$ cat src/common/gbsl_regs.svh
// Purpose: constants for the ten-pin bank and its service indicator
// Assumes: 40 MHz clock, 1 ms reference tick
// Notes: times in ms, tick counts derived below
//
// Behaviour
// - After reset every pin is an input with its driver off.
// - An input pin is read only and returns the level sampled at the read.
// - An output pin takes written levels and a query returns that level.
// - A pin in alternate mode is driven by internal logic; pin 0 shows the indicator.
// - An output pin drives both high and low levels.
// - The indicator shows off, on during a call, and two blink patterns.
// - Searching, unregistered or shutting down blinks 1 s period, 0.5 s lit.
// - Registered with full service blinks 3 s period, 0.3 s lit.
// - The indicator pin level is the inverse of the lamp state.
`ifndef GBSL_REGS_SVH
`define GBSL_REGS_SVH
`define GBSL_CLK_HZ 40000000
`define GBSL_TICK_MS 1
`define GBSL_TICK_CYC (`GBSL_CLK_HZ / 1000 * `GBSL_TICK_MS)
`define GBSL_FAST_PER_MS 1000
`define GBSL_FAST_ON_MS 500
`define GBSL_SLOW_PER_MS 3000
`define GBSL_SLOW_ON_MS 300
`define GBSL_NPINS 10
`define GBSL_IND_PIN 0
`define GBSL_RST_DIR 10'h000
`define GBSL_RST_OUT 10'h000
`define GBSL_RST_ALT 10'h000
`endif

$ cat src/common/gbsl_pkg.sv
// Purpose: types for the pin bank
// Assumes: nothing
// Notes: pattern codes select the indicator behaviour
package gbsl_pkg;
    typedef enum logic [1:0] {
        GBSL_PAT_OFF = 2'h0,
        GBSL_PAT_FAST = 2'h1,
        GBSL_PAT_SLOW = 2'h3,
        GBSL_PAT_ON = 2'h2
    } gbsl_pattern_t;
endpackage : gbsl_pkg

$ cat src/core/gbsl_bank.sv
// Purpose: ten-pin configurable I/O bank with service indicator on pin 0
// Assumes: pin inputs synchronous to clk_i; firmware drives the control ports
// Notes: outputs are registered; read data is the input pin sampled on read, or the commanded level for output pins;
//        pad drive follows a configuration write by two clock edges;
//        a read in the write cycle still sees the old configuration;
//        pins other than pin 0 ignore the alternate select;
//        the pattern input is sampled on every clock
`timescale 1ns/1ps
`include "gbsl_regs.svh"
module gbsl_bank #(
    parameter int NPINS = `GBSL_NPINS,
    parameter int TICK_CYC = `GBSL_TICK_CYC
) (
    input wire logic clk_i,
    input wire logic resetn_i,
    input wire logic [NPINS-1:0] pin_i,
    output logic [NPINS-1:0] pin_o,
    output logic [NPINS-1:0] pin_oe_o,
    input wire logic [NPINS-1:0] dir_wr_i,
    input wire logic [NPINS-1:0] dir_val_i,
    input wire logic [NPINS-1:0] alt_wr_i,
    input wire logic [NPINS-1:0] alt_val_i,
    input wire logic [NPINS-1:0] out_wr_i,
    input wire logic [NPINS-1:0] out_val_i,
    input wire logic rd_i,
    output logic [NPINS-1:0] rd_data_o,
    output logic rd_valid_o,
    input wire gbsl_pkg::gbsl_pattern_t pattern_i
);
    import gbsl_pkg::*;

    // Reset images and indicator position, sized to the bank
    localparam logic [NPINS-1:0] RST_DIR = NPINS'(`GBSL_RST_DIR);
    localparam logic [NPINS-1:0] RST_ALT = NPINS'(`GBSL_RST_ALT);
    localparam logic [NPINS-1:0] RST_OUT = NPINS'(`GBSL_RST_OUT);
    localparam int IND_PIN = `GBSL_IND_PIN;

    // Configuration registers written by firmware
    logic [NPINS-1:0] dir_ff;
    logic [NPINS-1:0] alt_ff;
    logic [NPINS-1:0] out_ff;

    // Registered pad drive and enable
    logic [NPINS-1:0] pin_o_ff;
    logic [NPINS-1:0] oe_ff;

    // Registered read answer
    logic [NPINS-1:0] rd_ff;
    logic rdv_ff;

    // Lamp state from the pattern generator
    logic lamp;

    // Alternate function capability and drive
    wire [NPINS-1:0] alt_mask;
    wire [NPINS-1:0] alt_drv;

    // Per-pin mode decode
    wire [NPINS-1:0] is_alt;
    wire [NPINS-1:0] is_out;
    wire [NPINS-1:0] is_in;

    // Read sources per pin
    wire [NPINS-1:0] rd_cmd;
    wire [NPINS-1:0] rd_pad;

    // Next configuration values
    wire [NPINS-1:0] nxt_dir;
    wire [NPINS-1:0] nxt_alt;
    wire [NPINS-1:0] nxt_out;

    // Next drive and read values
    wire [NPINS-1:0] nxt_pin;
    wire [NPINS-1:0] nxt_oe;
    wire [NPINS-1:0] nxt_rd;
    wire nxt_rdv;

    // Indicator pattern generator
    gbsl_blinker #(
        .TICK_CYC(TICK_CYC)
    ) u_blinker (
        .clk_i(clk_i),
        .resetn_i(resetn_i),
        .pattern_i(pattern_i),
        .lamp_o(lamp)
    );

    // Only the indicator pin has an alternate function
    assign alt_mask = NPINS'(1) << IND_PIN;

    // Inverting lamp stage outside, so the pad is low while lit
    assign alt_drv = {NPINS{~lamp}} & alt_mask;

    // Read strobe becomes a one-cycle valid pulse
    assign nxt_rdv = rd_i;

    // Per-pin decode, write merge, drive and read selection
    genvar gi;
    for (gi = 0; gi < NPINS; gi = gi + 1)
    begin : g_pin
        // Mode of this pin, alternate overrides direction
        assign is_alt[gi] = alt_ff[gi];
        assign is_out[gi] = dir_ff[gi] & ~alt_ff[gi];
        assign is_in[gi] = ~dir_ff[gi] & ~alt_ff[gi];

        // Strobed bits take the new value, others keep theirs
        assign nxt_dir[gi] = dir_wr_i[gi] ? dir_val_i[gi] : dir_ff[gi];
        assign nxt_out[gi] = out_wr_i[gi] ? out_val_i[gi] : out_ff[gi];

        // Only the indicator pin can hold the alternate select
        assign nxt_alt[gi] = alt_mask[gi] &
                             (alt_wr_i[gi] ? alt_val_i[gi] : alt_ff[gi]);

        // Drive level: internal function or commanded value
        assign nxt_pin[gi] = is_alt[gi] ? alt_drv[gi] : out_ff[gi];

        // Driver on for outputs and the alternate function
        assign nxt_oe[gi] = is_alt[gi] | is_out[gi];

        // Read value: pad level for inputs, command for outputs
        assign rd_cmd[gi] = is_out[gi] & out_ff[gi];
        assign rd_pad[gi] = is_in[gi] & pin_i[gi];
        assign nxt_rd[gi] = rd_cmd[gi] | rd_pad[gi];
    end

    // Direction register, every pin comes up as an input
    always_ff @(posedge clk_i or negedge resetn_i)
    begin
        if (!resetn_i)
        begin
            dir_ff <= RST_DIR;
        end
        else
        begin
            dir_ff <= nxt_dir;
        end
    end

    // Alternate select register
    always_ff @(posedge clk_i or negedge resetn_i)
    begin
        if (!resetn_i)
        begin
            alt_ff <= RST_ALT;
        end
        else
        begin
            alt_ff <= nxt_alt;
        end
    end

    // Commanded output level register
    always_ff @(posedge clk_i or negedge resetn_i)
    begin
        if (!resetn_i)
        begin
            out_ff <= RST_OUT;
        end
        else
        begin
            out_ff <= nxt_out;
        end
    end

    // Registered pad drive level
    always_ff @(posedge clk_i or negedge resetn_i)
    begin
        if (!resetn_i)
        begin
            pin_o_ff <= '0;
        end
        else
        begin
            pin_o_ff <= nxt_pin;
        end
    end

    // Registered pad driver enable
    always_ff @(posedge clk_i or negedge resetn_i)
    begin
        if (!resetn_i)
        begin
            oe_ff <= '0;
        end
        else
        begin
            oe_ff <= nxt_oe;
        end
    end

    // Read answer, held until the next read
    always_ff @(posedge clk_i or negedge resetn_i)
    begin
        if (!resetn_i)
        begin
            rd_ff <= '0;
        end
        else if (rd_i)
        begin
            rd_ff <= nxt_rd;
        end
    end

    // Read valid pulse
    always_ff @(posedge clk_i or negedge resetn_i)
    begin
        if (!resetn_i)
        begin
            rdv_ff <= 1'b0;
        end
        else
        begin
            rdv_ff <= nxt_rdv;
        end
    end

    // Pad drive straight from flip-flops
    assign pin_o = pin_o_ff;
    assign pin_oe_o = oe_ff;

    // Read answer straight from flip-flops
    assign rd_data_o = rd_ff;
    assign rd_valid_o = rdv_ff;
endmodule : gbsl_bank

$ cat src/core/gbsl_blinker.sv
// Purpose: lamp pattern generator from a reference tick
// Assumes: the internal tick is a one-cycle pulse every TICK_CYC clocks
// Notes: lamp_o is the lamp state, not the pin level
`timescale 1ns/1ps
`include "gbsl_regs.svh"
module gbsl_blinker #(
    parameter int TICK_CYC = `GBSL_TICK_CYC
) (
    input wire logic clk_i,
    input wire logic resetn_i,
    input wire gbsl_pkg::gbsl_pattern_t pattern_i,
    output logic lamp_o
);
    import gbsl_pkg::*;

    localparam logic [11:0] FAST_PER = 12'(`GBSL_FAST_PER_MS / `GBSL_TICK_MS);
    localparam logic [11:0] FAST_ON = 12'(`GBSL_FAST_ON_MS / `GBSL_TICK_MS);
    localparam logic [11:0] SLOW_PER = 12'(`GBSL_SLOW_PER_MS / `GBSL_TICK_MS);
    localparam logic [11:0] SLOW_ON = 12'(`GBSL_SLOW_ON_MS / `GBSL_TICK_MS);
    localparam int DW = $clog2(TICK_CYC + 1);

    logic [DW-1:0] div_ff;
    logic [11:0] per_ff;
    gbsl_pattern_t pat_ff;
    logic lamp_ff;
    wire tick;
    wire restart;
    wire [11:0] per_len;
    wire [11:0] on_len;
    wire per_end;
    wire nxt_lamp;

    // Reference tick divider
    assign tick = (div_ff == DW'(TICK_CYC - 1));
    assign restart = (pattern_i != pat_ff);
    assign per_len = (pat_ff == GBSL_PAT_SLOW) ? SLOW_PER : FAST_PER;
    assign on_len = (pat_ff == GBSL_PAT_SLOW) ? SLOW_ON : FAST_ON;
    assign per_end = (per_ff == per_len - 12'h001);
    // Lamp level per pattern
    assign nxt_lamp = (pat_ff == GBSL_PAT_ON) ? 1'b1 :
                      (pat_ff == GBSL_PAT_OFF) ? 1'b0 :
                      (per_ff < on_len);

    // Divider and period counter, restarted on pattern change
    always_ff @(posedge clk_i or negedge resetn_i)
    begin
        if (!resetn_i)
        begin
            div_ff <= '0;
            per_ff <= 12'h000;
            pat_ff <= GBSL_PAT_OFF;
            lamp_ff <= 1'b0;
        end
        else
        begin
            pat_ff <= pattern_i;
            lamp_ff <= nxt_lamp;
            if (restart)
            begin
                div_ff <= '0;
                per_ff <= 12'h000;
            end
            else if (tick)
            begin
                div_ff <= '0;
                per_ff <= per_end ? 12'h000 : per_ff + 12'h001;
            end
            else
                div_ff <= div_ff + DW'(1);
        end
    end

    assign lamp_o = lamp_ff;
endmodule : gbsl_blinker

$ cat config.mk
export PLATFORM = sky130hd
export DESIGN_NAME = gbsl_bank
export DESIGN_NICKNAME = d
export VERILOG_FILES = /design/src/common/gbsl_pkg.sv /design/src/core/gbsl_bank.sv /design/src/core/gbsl_blinker.sv
export VERILOG_INCLUDE_DIRS = /design/src /design/src/common
export SDC_FILE = /design/constraint.sdc
export NUM_CORES = 1
export LEC_CHECK = 0
export BUFFER_PORTS_ARGS = -buffer_cell sky130_fd_sc_hd__buf_2
export CAP_MARGIN = 20
export CORE_MARGIN = 2
export CORE_UTILIZATION = 51
export CTS_CLUSTER_DIAMETER = 30
export DETAILED_ROUTE_END_ITERATION = 6
export GPL_TIMING_DRIVEN = 0
export PLACE_DENSITY = 0.8
export SETUP_SLACK_MARGIN = 0.02
export SYNTH_ARGS = -nofsm -noshare
export SYNTH_HDL_FRONTEND = slang
export SYNTH_SLANG_ARGS = --single-unit
$ cat constraint.sdc
create_clock -name clk_i -period 2.89 [get_ports clk_i]
set_clock_uncertainty 0.15 [all_clocks]
set_input_delay 0.289 -clock clk_i [delete_from_list [all_inputs] [get_ports clk_i]]
set_output_delay 0.289 -clock clk_i [all_outputs]
set_load 0.02 [all_outputs]
Word-level counts from Yosys, hierarchy flattened. Index checks and enable logic that the tools add are counted.

Output and inout bits: 31. Register bits: 83.

Mux-type cells: 10. Reductions and logical operators: 2. $add $sub $neg: 3. Order comparisons: 1. Bitwise operators: 45. Equal/unequal tests: 5.

Operators by type and width (count): 2-to-1 mux 12 bit (4); 2-to-1 mux 16 bit (2); AND 1 bit (22); adder 16 x 1 -> 16 bit, second input constant (1); == test 16 bit, second input constant (1); adder 12 x 1 -> 12 bit, second input constant (1); == test 12 bit (1); less-than comparator 12 bit (1); NOT 1 bit (12); subtractor 12 x 1 -> 12 bit, second input constant (1); bitwise OR 1 bit (11); 2-to-1 mux 8 bit (1); == test 2 bit, second input constant (2); 2-to-1 mux 1 bit (3); logical NOT 2 bit (1); inequality test 2 bit (1); nonzero test 2 bit (1).

Depth between registers and ports, before layout. Gate-level depths: netlist (run 1).

Word-level depth: 7. Mapped depth: 7.

Modules after synthesis. A second synthesis (run 1) with hierarchy kept.

Cells, all modules: 287. Area total of the unflattened synthesis: 3508.4 um2.

Modules (own cells, without submodules): gbsl_bank (cells each 109, instances 1, area an instance 1781.7 um2); gbsl_blinker (cells each 178, instances 1, area an instance 1726.7 um2).

Worst setup path before layout (run 1). OpenSTA, ideal clock, no wires.

Kind: register to register. From: register u_blinker.div_ff[9]. To: register u_blinker.per_ff[4]. Period minus slack after synthesis: 2113 ps. Setup slack: 777 ps. Cell stages (with the launch flop): 6. Arrival: 1883 ps. Library setup time: 79 ps. Data required time: 2661 ps. Path through: dfrtp_1 or4_4 nor3_4 nand2_2 or4b_1 mux2i_1.

Cells in the longest elaborated chain, start to end: 2.

RTL lines: start, declared (line gbsl_blinker.sv:22) `logic [DW-1:0] div_ff;`; start signal, assigned (line gbsl_blinker.sv:69) `div_ff <= div_ff + DW'(1);`; == test 16 bit (line gbsl_blinker.sv:34) `assign tick = (div_ff == DW'(TICK_CYC - 1));`; nonzero test 2 bit (no line); end signal, assigned (line gbsl_blinker.sv:66) `per_ff <= per_end ? 12'h000 : per_ff + 12'h001;`; end, declared (line gbsl_blinker.sv:23) `logic [11:0] per_ff;`.

No other way between the ends. A chain may end at the register's enable or synchronous reset.

Worst setup path after layout (run 1).
From: input pattern_i[0]. To: register u_blinker.per_ff[6].

Cells in the longest elaborated chain, start to end: 2. Elaborated cells on any way between the ends: 3. Classes of those cells: 1 x eq/ne; 1 x mux; 1 x reduce/logical.

RTL lines: start, declared (line gbsl_bank.sv:28) `input wire gbsl_pkg::gbsl_pattern_t pattern_i`; inequality test 2 bit (*) (line gbsl_blinker.sv:35) `assign restart = (pattern_i != pat_ff);`; 2-to-1 mux 12 bit or nonzero test 2 bit (tied branches).

Every way passes the cells marked *; elsewhere a longest branch is shown, timed or not.

==> results.cfg, run 1 <==
[sta]
fin_crit_ns = 2.37
max-slew-margin-rel = 0.456
setup_viol = 0
fin_setup_tns_ns = 0
hold_slack_ns = 0.0115
hold_viol = 0
rsz0062_at_grt = false
fmax_mhz = 422
drv_slew = 0
min_period_over_period = 0.820
tightestPinTransition_ns = 0.816

[hold_path]
worstHoldPathCells = 2
min_path_type = primary input to register

[run_status]
failed_checks = DRC
status = complete, but fails checks

[final_layout]
fill_cells = 490
antenna_cells = 0
regArea_mm2 = 0.00208
area_delta_synth_final_pct = 24.0
drive_gt1_frac = 0.337
nets = 468
post-route-cell-area_mm2 = 0.00423
multi_input_area_mm2 = 0.00128

[critical_path]
cp.arrival_ns = 2.47
start_kind = primary input
r2r_cells = 6
crit_slowest_cell = dlygate4sd3_1
cp_cell_sequence = dlygate4sd3_1 > buf_2 > xnor2_1 > and2_1 > clkbuf_1 > nand4_1 > o41ai_1
crit_type = primary input to register
slowest_delay_ns = 0.53
worst_setup_path_end_kind = register
path_max_fanout = 8
crit_required_ns = 2.99

[global_route]
grt_start_max_net_pins = 46
grt_pass1_wl_um = 11300
gr-total-overflow = 0
antenna_found_initial = 0
track_usage = 0.199
grt_pass1_vias = 2397

[place]
placed_cell_area_mm2 = 0.00397
dpl.hpwl_um = 5090
io_buffers = 87
gp_congestion = 0.876

[cts]
cts_tree = done
path_clk_slew_ns = 0.09
clkLatencyLatePin_ns = 0.36
post-cts-setup-buffers = 0
ctsResizeCount = 0
clockBufferDepth = 2
cts_buffers = 9
cts.sinks = 83
htreeDepth = 3
clock-root-buffer = clkbuf_8

[synthesis]
synth_warnings = 0
synth_edf_count = 0
synth-compound-area-share = 0.0638
synth_cell_types = 35
avgSynthCellArea_um2 = 12.1
async_flop_share = 1.00
yosys-mux-area-fraction = 0.110
synth_ff_type = dfrtp_1
synthXorXnorAreaFrac = 0.0462
yosysTopAreaCell = dfrtp_1
netlist_top_cells_count = dfrtp_1, nor2_1, mux2_2
ys_seq_area_frac = 0.609
synth_nets = 361
synthSimpleGateAreaFrac = 0.143
yosysTopAreaCellShare = 0.609
synth_fa_ha_area_frac = 0.0110
ys_ff_latch = 83
synth_top_family_by_area = simple AND/OR/NAND/NOR gates
synth.most_common_cell = dfrtp_1
synth.area.top_cells = dfrtp_1, mux2_2, mux2i_1
synth_area_mm2 = 0.00341
synthCells = 283

[detailed_routing]
routed-via-count = 2540
drtPass1Iterations = 7
drt.antenna.violating_nets = 0
routed_wl_um = 7000
drc_errors = 15
via_per_inst = 5.38
drtIter0Drc = 115
wire_per_inst_um = 14.8

[power]
power_per_cell_area_mw_per_mm2 = 562
leakage_nw = 1.96
power_mw = 2.38
vdd_ir_drop_max_v = 0.000253

[floorplanning]
core_area_mm2 = 0.00642
ios = 106
design.die.area_mm2 = 0.00736
rows = 29
die_h_um = 85.8
initial_core_util = 0.531
die_w_um = 85.8

[job]
max_cap_viol_count = 0
==> worst max-delay path, delay by kind of cell <==
| kind | cells | cell delay [ns] |
|---|---|---|
| buffers and inverters | 3 | 0.97 |
| AND/OR/NAND/NOR | 2 | 0.55 |
| AO/OA/AOI/OAI | 1 | 0.44 |
| XOR/XNOR | 1 | 0.22 |
==> flip-flops by register name, summed over array words and instances, names as in the netlist <==
signal	count
dir_ff	10
u_blinker.pat_ff	2
rd_valid_o	1
alt_ff	1
pin_o	10
u_blinker.div_ff	16
out_ff	10
pin_oe_o	10
u_blinker.lamp_o	1
u_blinker.per_ff	12
rd_data_o	10
==> where the power goes <==
group / switching [mW] / internal [mW] / total, mW
registers: 0.0468 / 1.24 / 1.29
clock network: 0.458 / 0.327 / 0.785
logic: 0.173 / 0.129 / 0.302
==> final timing paths <==
kind / start / endpoint / slack [ns]
max: pattern_i[0] / u_blinker.per_ff[6] / 0.52
min: alt_val_i[0] / alt_ff[0] / 0.01
max reg2reg: u_blinker.div_ff[9] / u_blinker.div_ff[12] / 0.56
min reg2reg: out_ff[5] / pin_o[5] / 0.26
max in group asynchronous: resetn_i / u_blinker.div_ff[10] / 1.71
min in group asynchronous: resetn_i / pin_oe_o[8] / 0.28
==> routing by layer <==
metal	GRT usage	wire length (µm)	vias up
li1	-	-	1216
met1	0.261	2980	1206
met3	0.0472	559	16
met5	0	0	-
met2	0.320	3300	102
met4	0.0851	153	0
==> logic make-up after synthesis <==
family	Yosys count
adders and majority gates	3
muxes	35
DFF	83
xor gates and xnor gates	18
buffers and inverters	15
AOI/OAI and AO/OA	35
and+or+nand+nor	94
==> placed cells by master (no fill, tap or decap), types with 8 or more instances in the layout <==
master and n:
buf_2 88, dfrtp_1 83, nor2_1 32, mux2_2 21, nand2_1 17, mux2i_1 14, a21oi_1 12, nand3_1 11
xor2_1 11, clkbuf_8 9, and3_1 8, dlygate4sd3_1 8
==> stage by stage <==
stage | util | setup WS, ns | cells
2_1_floorplan | - | 0.777 | 283
3_3_place_gp | 0.614 | 0.590 | 447
3_5_place_dp | 0.618 | 0.554 | 448
4_1_cts | 0.659 | 0.547 | 472
5_1_grt | 0.659 | 0.294 | 472
6_report | 0.659 | 0.520 | 472
==> repair_timing <==
action | in CTS | in global routing
hold buffers | 8 | 0
setup endpoints to repair | 0 | 0
endpoints found under the hold margin | 44 | 0
==> layout make-up <==
class	instances	area share
Tap cell	77	0.0228
Multi-Input combinational cell	185	0.302
Sequential cell	83	0.491
Buffer	9	0.00858
Inverter	6	0.00532
Clock buffer	9	0.0293
Clock inverter	7	0.0142
Timing Repair Buffer	96	0.127
(Power assumes the default switching activity.)
==> inputs of run 2 (changes only) <==
--- a/config.mk
+++ b/config.mk
@@ -6,6 +6,7 @@
 export SDC_FILE = /design/constraint.sdc
 export NUM_CORES = 1
 export LEC_CHECK = 0
+export ABC_AREA = 1
 export BUFFER_PORTS_ARGS = -buffer_cell sky130_fd_sc_hd__buf_2
 export CAP_MARGIN = 20
 export CORE_MARGIN = 2
@@ -13,7 +14,7 @@
 export CTS_CLUSTER_DIAMETER = 30
 export DETAILED_ROUTE_END_ITERATION = 6
 export GPL_TIMING_DRIVEN = 0
-export PLACE_DENSITY = 0.8
+export PLACE_DENSITY = 0.79
 export SETUP_SLACK_MARGIN = 0.02
 export SYNTH_ARGS = -nofsm -noshare
 export SYNTH_HDL_FRONTEND = slang
==> constraint.sdc (replaced) <==
create_clock -name clk_i -period 2.39 [get_ports clk_i]
set_clock_uncertainty 0.15 [all_clocks]
set_input_delay 0.239 -clock clk_i [delete_from_list [all_inputs] [get_ports clk_i]]
set_output_delay 0.239 -clock clk_i [all_outputs]
set_load 0.02 [all_outputs]
==> run 2 against run 1 <==
Effect of this change:
- the flow now finishes without violations
- count of clock-buffer cells in the layout stayed put
- synthesized cell count is 38% higher
- power is 25% higher
- wire length is 30% higher
- critical path depth stayed put
- clock power is 18% higher
- worst setup slack better by 0.14 ns
- synthesized area is 3.6% higher
- sequential share of layout area is 6.1 points lower
- die area is 3.5% higher
- register-to-register slack better by 0.10 ns
- hold slack better by 0.043 ns
- largest cell class unchanged
==> results.cfg, run 2 <==
[run_status]
status = finished clean

[synthesis]
yosysTopAreaCell = dfrtp_1
yosysTopAreaCellShare = 0.587
synth.area.top_cells = dfrtp_1, nand2_1, nor2_1
ys_seq_area_frac = 0.587
ys_ff_latch = 83
synth_warnings = 0
synthCells = 390
synth_area_mm2 = 0.00354
synth.most_common_cell = nand2_1
synth_cell_types = 26
avgSynthCellArea_um2 = 9.07
netlist_top_cells_count = nand2_1, dfrtp_1, nor2_1
async_flop_share = 1.00
synth_edf_count = 0
synth_nets = 468
synth_ff_type = dfrtp_1

[hold_path]
min_path_type = primary input to register
worstHoldPathCells = 3

[cts]
cts.sinks = 83
post-cts-setup-buffers = 0
clock-root-buffer = clkbuf_8
clkLatencyLatePin_ns = 0.36
clockBufferDepth = 2
htreeDepth = 3
path_clk_slew_ns = 0.09
ctsResizeCount = 0
cts_hold_buffers = 55
cts_tree = done
cts_buffers = 9

[global_route]
track_usage = 0.249
grt_pass1_vias = 3198
gr-total-overflow = 0
antenna_found_initial = 0
grt_pass1_wl_um = 14600
grt_start_max_net_pins = 57

[floorplanning]
design.die.area_mm2 = 0.00762
core_area_mm2 = 0.00676
rows = 30
die_w_um = 87.3
initial_core_util = 0.523
die_h_um = 87.3
ios = 106

[place]
placed_cell_area_mm2 = 0.00410
dpl.hpwl_um = 5380
gp_congestion = 0.840
io_buffers = 87
dp_cells = 558
post-place-ws_ns = 0.689

[critical_path]
r2r_cells = 7
crit_end = u_blinker.per_ff[8]
path_max_fanout = 5
r2r_setup_slack_ns = 0.66
critPathLaunch = u_blinker.per_ff[0]
start_kind = register
crit_required_ns = 2.49
cp.arrival_ns = 1.83
r2r-start = u_blinker.per_ff[0]
r2r-end = u_blinker.per_ff[8]
crit_type = register to register
worst_setup_path_end_kind = register

[power]
power_mw = 2.97
leakage_nw = 2.40
vdd_ir_drop_max_v = 0.000500
power_per_cell_area_mw_per_mm2 = 613

[detailed_routing]
drt.antenna.violating_nets = 0
drtIter0Drc = 187
via_per_inst = 5.20
routed-via-count = 3279
wire_per_inst_um = 14.4
drtPass1Iterations = 5
drc_errors = 0
routed_wl_um = 9100

[final_layout]
fill_cells = 441
nets = 622
post-route-cell-area_mm2 = 0.00484
area_delta_synth_final_pct = 36.8
drive_gt1_frac = 0.220
most-common-layout-cells = nand2_1, buf_2, dfrtp_1
largest_reg_flops = 16
largest_registers = u_blinker.div_ff: 16 flops, u_blinker.per_ff: 12 flops
final_common_cell = nand2_1
regMostFlops = u_blinker.div_ff
final_cells = 630

[sta]
setup_viol = 0
fin_setup_tns_ns = 0
drv_slew = 0
tightestPinTransition_ns = 0.621
hold_viol = 0
fmax_mhz = 579
fin_crit_ns = 1.73
min_period_over_period = 0.723
finalWorstSetupSlack_ns = 0.662
rsz0062_at_grt = false
max-slew-margin-rel = 0.586

[job]
max_cap_viol_count = 0
-- run 2: layout make-up --
class                   count  area [µm²]  share of cell area
clock inverters             7        57.6              0.0119
multi-input cells         260        1260               0.261
repair buffers            143        1020               0.210
inverters                  42         158              0.0326
plain buffers               5        41.3             0.00854
well taps                  80         100              0.0207
flip-flops and latches     83        2080               0.429
clock buffers               9         124              0.0256
diodes                      1        2.50            0.000517
-- run 2: power by group --
group / switching (mW) / internal (mW) / total [mW]
Combinational: 0.263 / 0.219 / 0.483
Clock: 0.536 / 0.394 / 0.929
Sequential: 0.0565 / 1.50 / 1.55
-- run 2: worst min path at each step --
stage / from / to / slack (ns)
6_report: pin_i[0] / rd_data_o[0] / 0.05
5_1_grt: pin_i[0] / rd_data_o[0] / 0.05
4_1_cts: pin_i[0] / rd_data_o[0] / 0.001
3_5_place_dp: resetn_i / u_blinker.per_ff[5] / 0.03
3_3_place_gp: rd_i / rd_valid_o / 0.22
2_1_floorplan: resetn_i / alt_ff[0] / -0.21
-- run 2: through the flow --
| step | utilization | hold slack, ns |
|---|---|---|
| floorplan | - | -0.207 |
| global placement | 0.603 | 0.221 |
| detailed placement | 0.607 | 0.0285 |
| CTS | 0.715 | 0.00102 |
| global route | 0.715 | 0.0506 |
| finish | 0.716 | 0.0546 |
-- run 2: cells by family (layout without fill, tap and decap cells) --
family                     Yosys count  count (layout)  synth area share
and+or+nand+nor                    197             197             0.231
DFF                                 83              83             0.587
buffers and inverters               47             206            0.0563
AOI/OAI and AO/OA                   44              44            0.0676
muxes                               10              10            0.0318
xor gates and xnor gates             6               6            0.0149
adders and majority gates            3               3            0.0106
other                                0               1                 0
-- run 2: per-layer routing --
layer | track usage | up-vias | wire length (µm)
li1 | - | 1558 | -
met1 | 0.287 | 1553 | 3470
met2 | 0.428 | 132 | 4730
met3 | 0.0521 | 36 | 488
met4 | 0.145 | 0 | 412
met5 | 0 | - | 0
-- run 2: worst max-delay path, stage by stage, from the launching register on --
cell     delay, ns
dfrtp_1       0.41
ha_1          0.26
nand2_1       0.09
nor2_1        0.14
nor3b_1       0.34
nand3_1       0.12
nand2_1       0.08
nor2_1        0.04
==> inputs of run 3 (changes only) <==
==> constraint.sdc (replaced) <==
create_clock -name clk_i -period 1.8 [get_ports clk_i]
set_clock_uncertainty 0.15 [all_clocks]
set_input_delay 0.18 -clock clk_i [delete_from_list [all_inputs] [get_ports clk_i]]
set_output_delay 0.18 -clock clk_i [all_outputs]
set_load 0.02 [all_outputs]
==> run 3 against run 2 <==
Effect of this change:
- non-clock buffer count rose by 4
- register-to-register slack got worse by 0.52 ns
- first-iteration DRC count rose by 19%
- combinational power rose by 37%
- utilization rose by 0.70 points
- sequential share of layout area fell by 0.37 points
==> results.cfg, run 3 (synthesized netlist as in run 2, its figures left out) <==
[run_status]
status = finished clean

[global_route]
gr-total-overflow = 0
grt_pass1_vias = 3273
grt_pass1_wl_um = 14900
grt_start_max_net_pins = 57
track_usage = 0.257
antenna_found_initial = 0

[sta]
hold_viol = 0
fin_crit_ns = 1.69
min_period_over_period = 0.938
rsz0062_at_grt = true
fmax_mhz = 592
setup_viol = 0
tightestPinTransition_ns = 0.615
max-slew-margin-rel = 0.590
drv_slew = 0

[floorplanning]
die_w_um = 87.3
initial_core_util = 0.523
core_area_mm2 = 0.00676
ios = 106
design.die.area_mm2 = 0.00762
die_h_um = 87.3
rows = 30

[cts]
clkLatencyLatePin_ns = 0.36
cts_tree = done
htreeDepth = 3
clockBufferDepth = 2
cts.sinks = 83
cts_buffers = 9
clock-root-buffer = clkbuf_8
path_clk_slew_ns = 0.09

[final_layout]
post-route-util = 0.723
final_common_cell = nand2_1
drive_gt1_frac = 0.237
nets = 626
largest_reg_flops = 16
fill_cells = 434
largest_registers = u_blinker.div_ff: 16 flops, u_blinker.per_ff: 12 flops
antenna_cells = 0
area_delta_synth_final_pct = 38.1
regMostFlops = u_blinker.div_ff
most-common-layout-cells = nand2_1, buf_2, dfrtp_1

[detailed_routing]
routed-via-count = 3293
routed_wl_um = 9420
wire_per_inst_um = 14.9
via_per_inst = 5.20
drtIter0Drc = 222
drtPass1Iterations = 4
drt.antenna.violating_nets = 0
drc_errors = 0

[critical_path]
critPathBufInv = 3
crit_type = primary input to register
cp_cell_sequence = dlygate4sd3_1 > buf_2 > xor2_1 > nor2_4 > nand2_4 > buf_8 > a21oi_1 > nor2_1
critical_path_depth = 8
cp.arrival_ns = 1.78
start_kind = primary input
crit_slowest_cell = dlygate4sd3_1
crit_required_ns = 1.89
slowest_delay_ns = 0.55
r2r_cells = 6
crit_family = buffers and inverters
worst_setup_path_end_kind = register
path_max_fanout = 10

[power]
power_per_cell_area_mw_per_mm2 = 813
vdd_ir_drop_max_v = 0.000649
leakage_nw = 2.41
power_mw = 3.97

[job]
max_cap_viol_count = 0

[place]
dpl.hpwl_um = 5380
io_buffers = 87
gp_congestion = 0.840

[hold_path]
min_path_type = primary input to asynchronous set/reset pin
## run 3: power breakdown
group          internal (mW)  total [mW]  switching [mW]
combinational          0.301       0.660           0.359
sequential              1.99        2.06          0.0753
clock                  0.523        1.25           0.724
## run 3: final timing paths
path                                      from                    to  slack (ns)
max                               pattern_i[1]   u_blinker.per_ff[9]        0.11
min                                   resetn_i   u_blinker.per_ff[5]        0.13
max reg2reg                u_blinker.pat_ff[1]   u_blinker.per_ff[9]        0.14
min reg2reg                          out_ff[5]              pin_o[5]        0.24
max in group asynchronous             resetn_i  u_blinker.div_ff[12]        0.79
min in group clk_i                   out_ff[5]              pin_o[5]        0.24
## run 3: stage by stage
step / std cells / area [µm²] / hold slack, ns / worst slack [ns] / TNS (ns)
global route: 633 / 4880 / 0.164 / 0.0179 / 0
finish: 633 / 4880 / 0.130 / 0.111 / 0
detailed placement: 558 / 4100 / -0.0305 / 0.0989 / 0
CTS: 630 / 4840 / 0.126 / 0.0855 / 0
global placement: 557 / 4070 / 0.162 / -0.185 / -14.94
floorplan: 390 / 3540 / -0.266 / 0.304 / 0
## run 3: area by class of cell
type                       count  area [µm²]  share of cell area
sequential                    83        2080               0.426
multi-input combinational    260        1270               0.261
timing repair buffer         147        1050               0.215
inverter                      42         158              0.0323
clock buffer                   9         124              0.0254
tap                           80         100              0.0205
clock inverter                 7        57.6              0.0118
buffer                         5        41.3             0.00846
## run 3: layer usage
layer  GRT usage  vias to the layer above  share of wire
li1            -                     1561              -
met1       0.291                     1579           0.38
met2       0.444                      125           0.53
met3      0.0521                       28          0.046
met4       0.152                        0          0.039
met5           0                        -              0
## run 3: what timing repair did
action | CTS | global route
setup buffers | 0 | 3
endpoints found under the hold margin | 117 | 0
gates resized for setup | 0 | 7
hold buffers | 56 | 0
setup endpoints to repair | 0 | 16
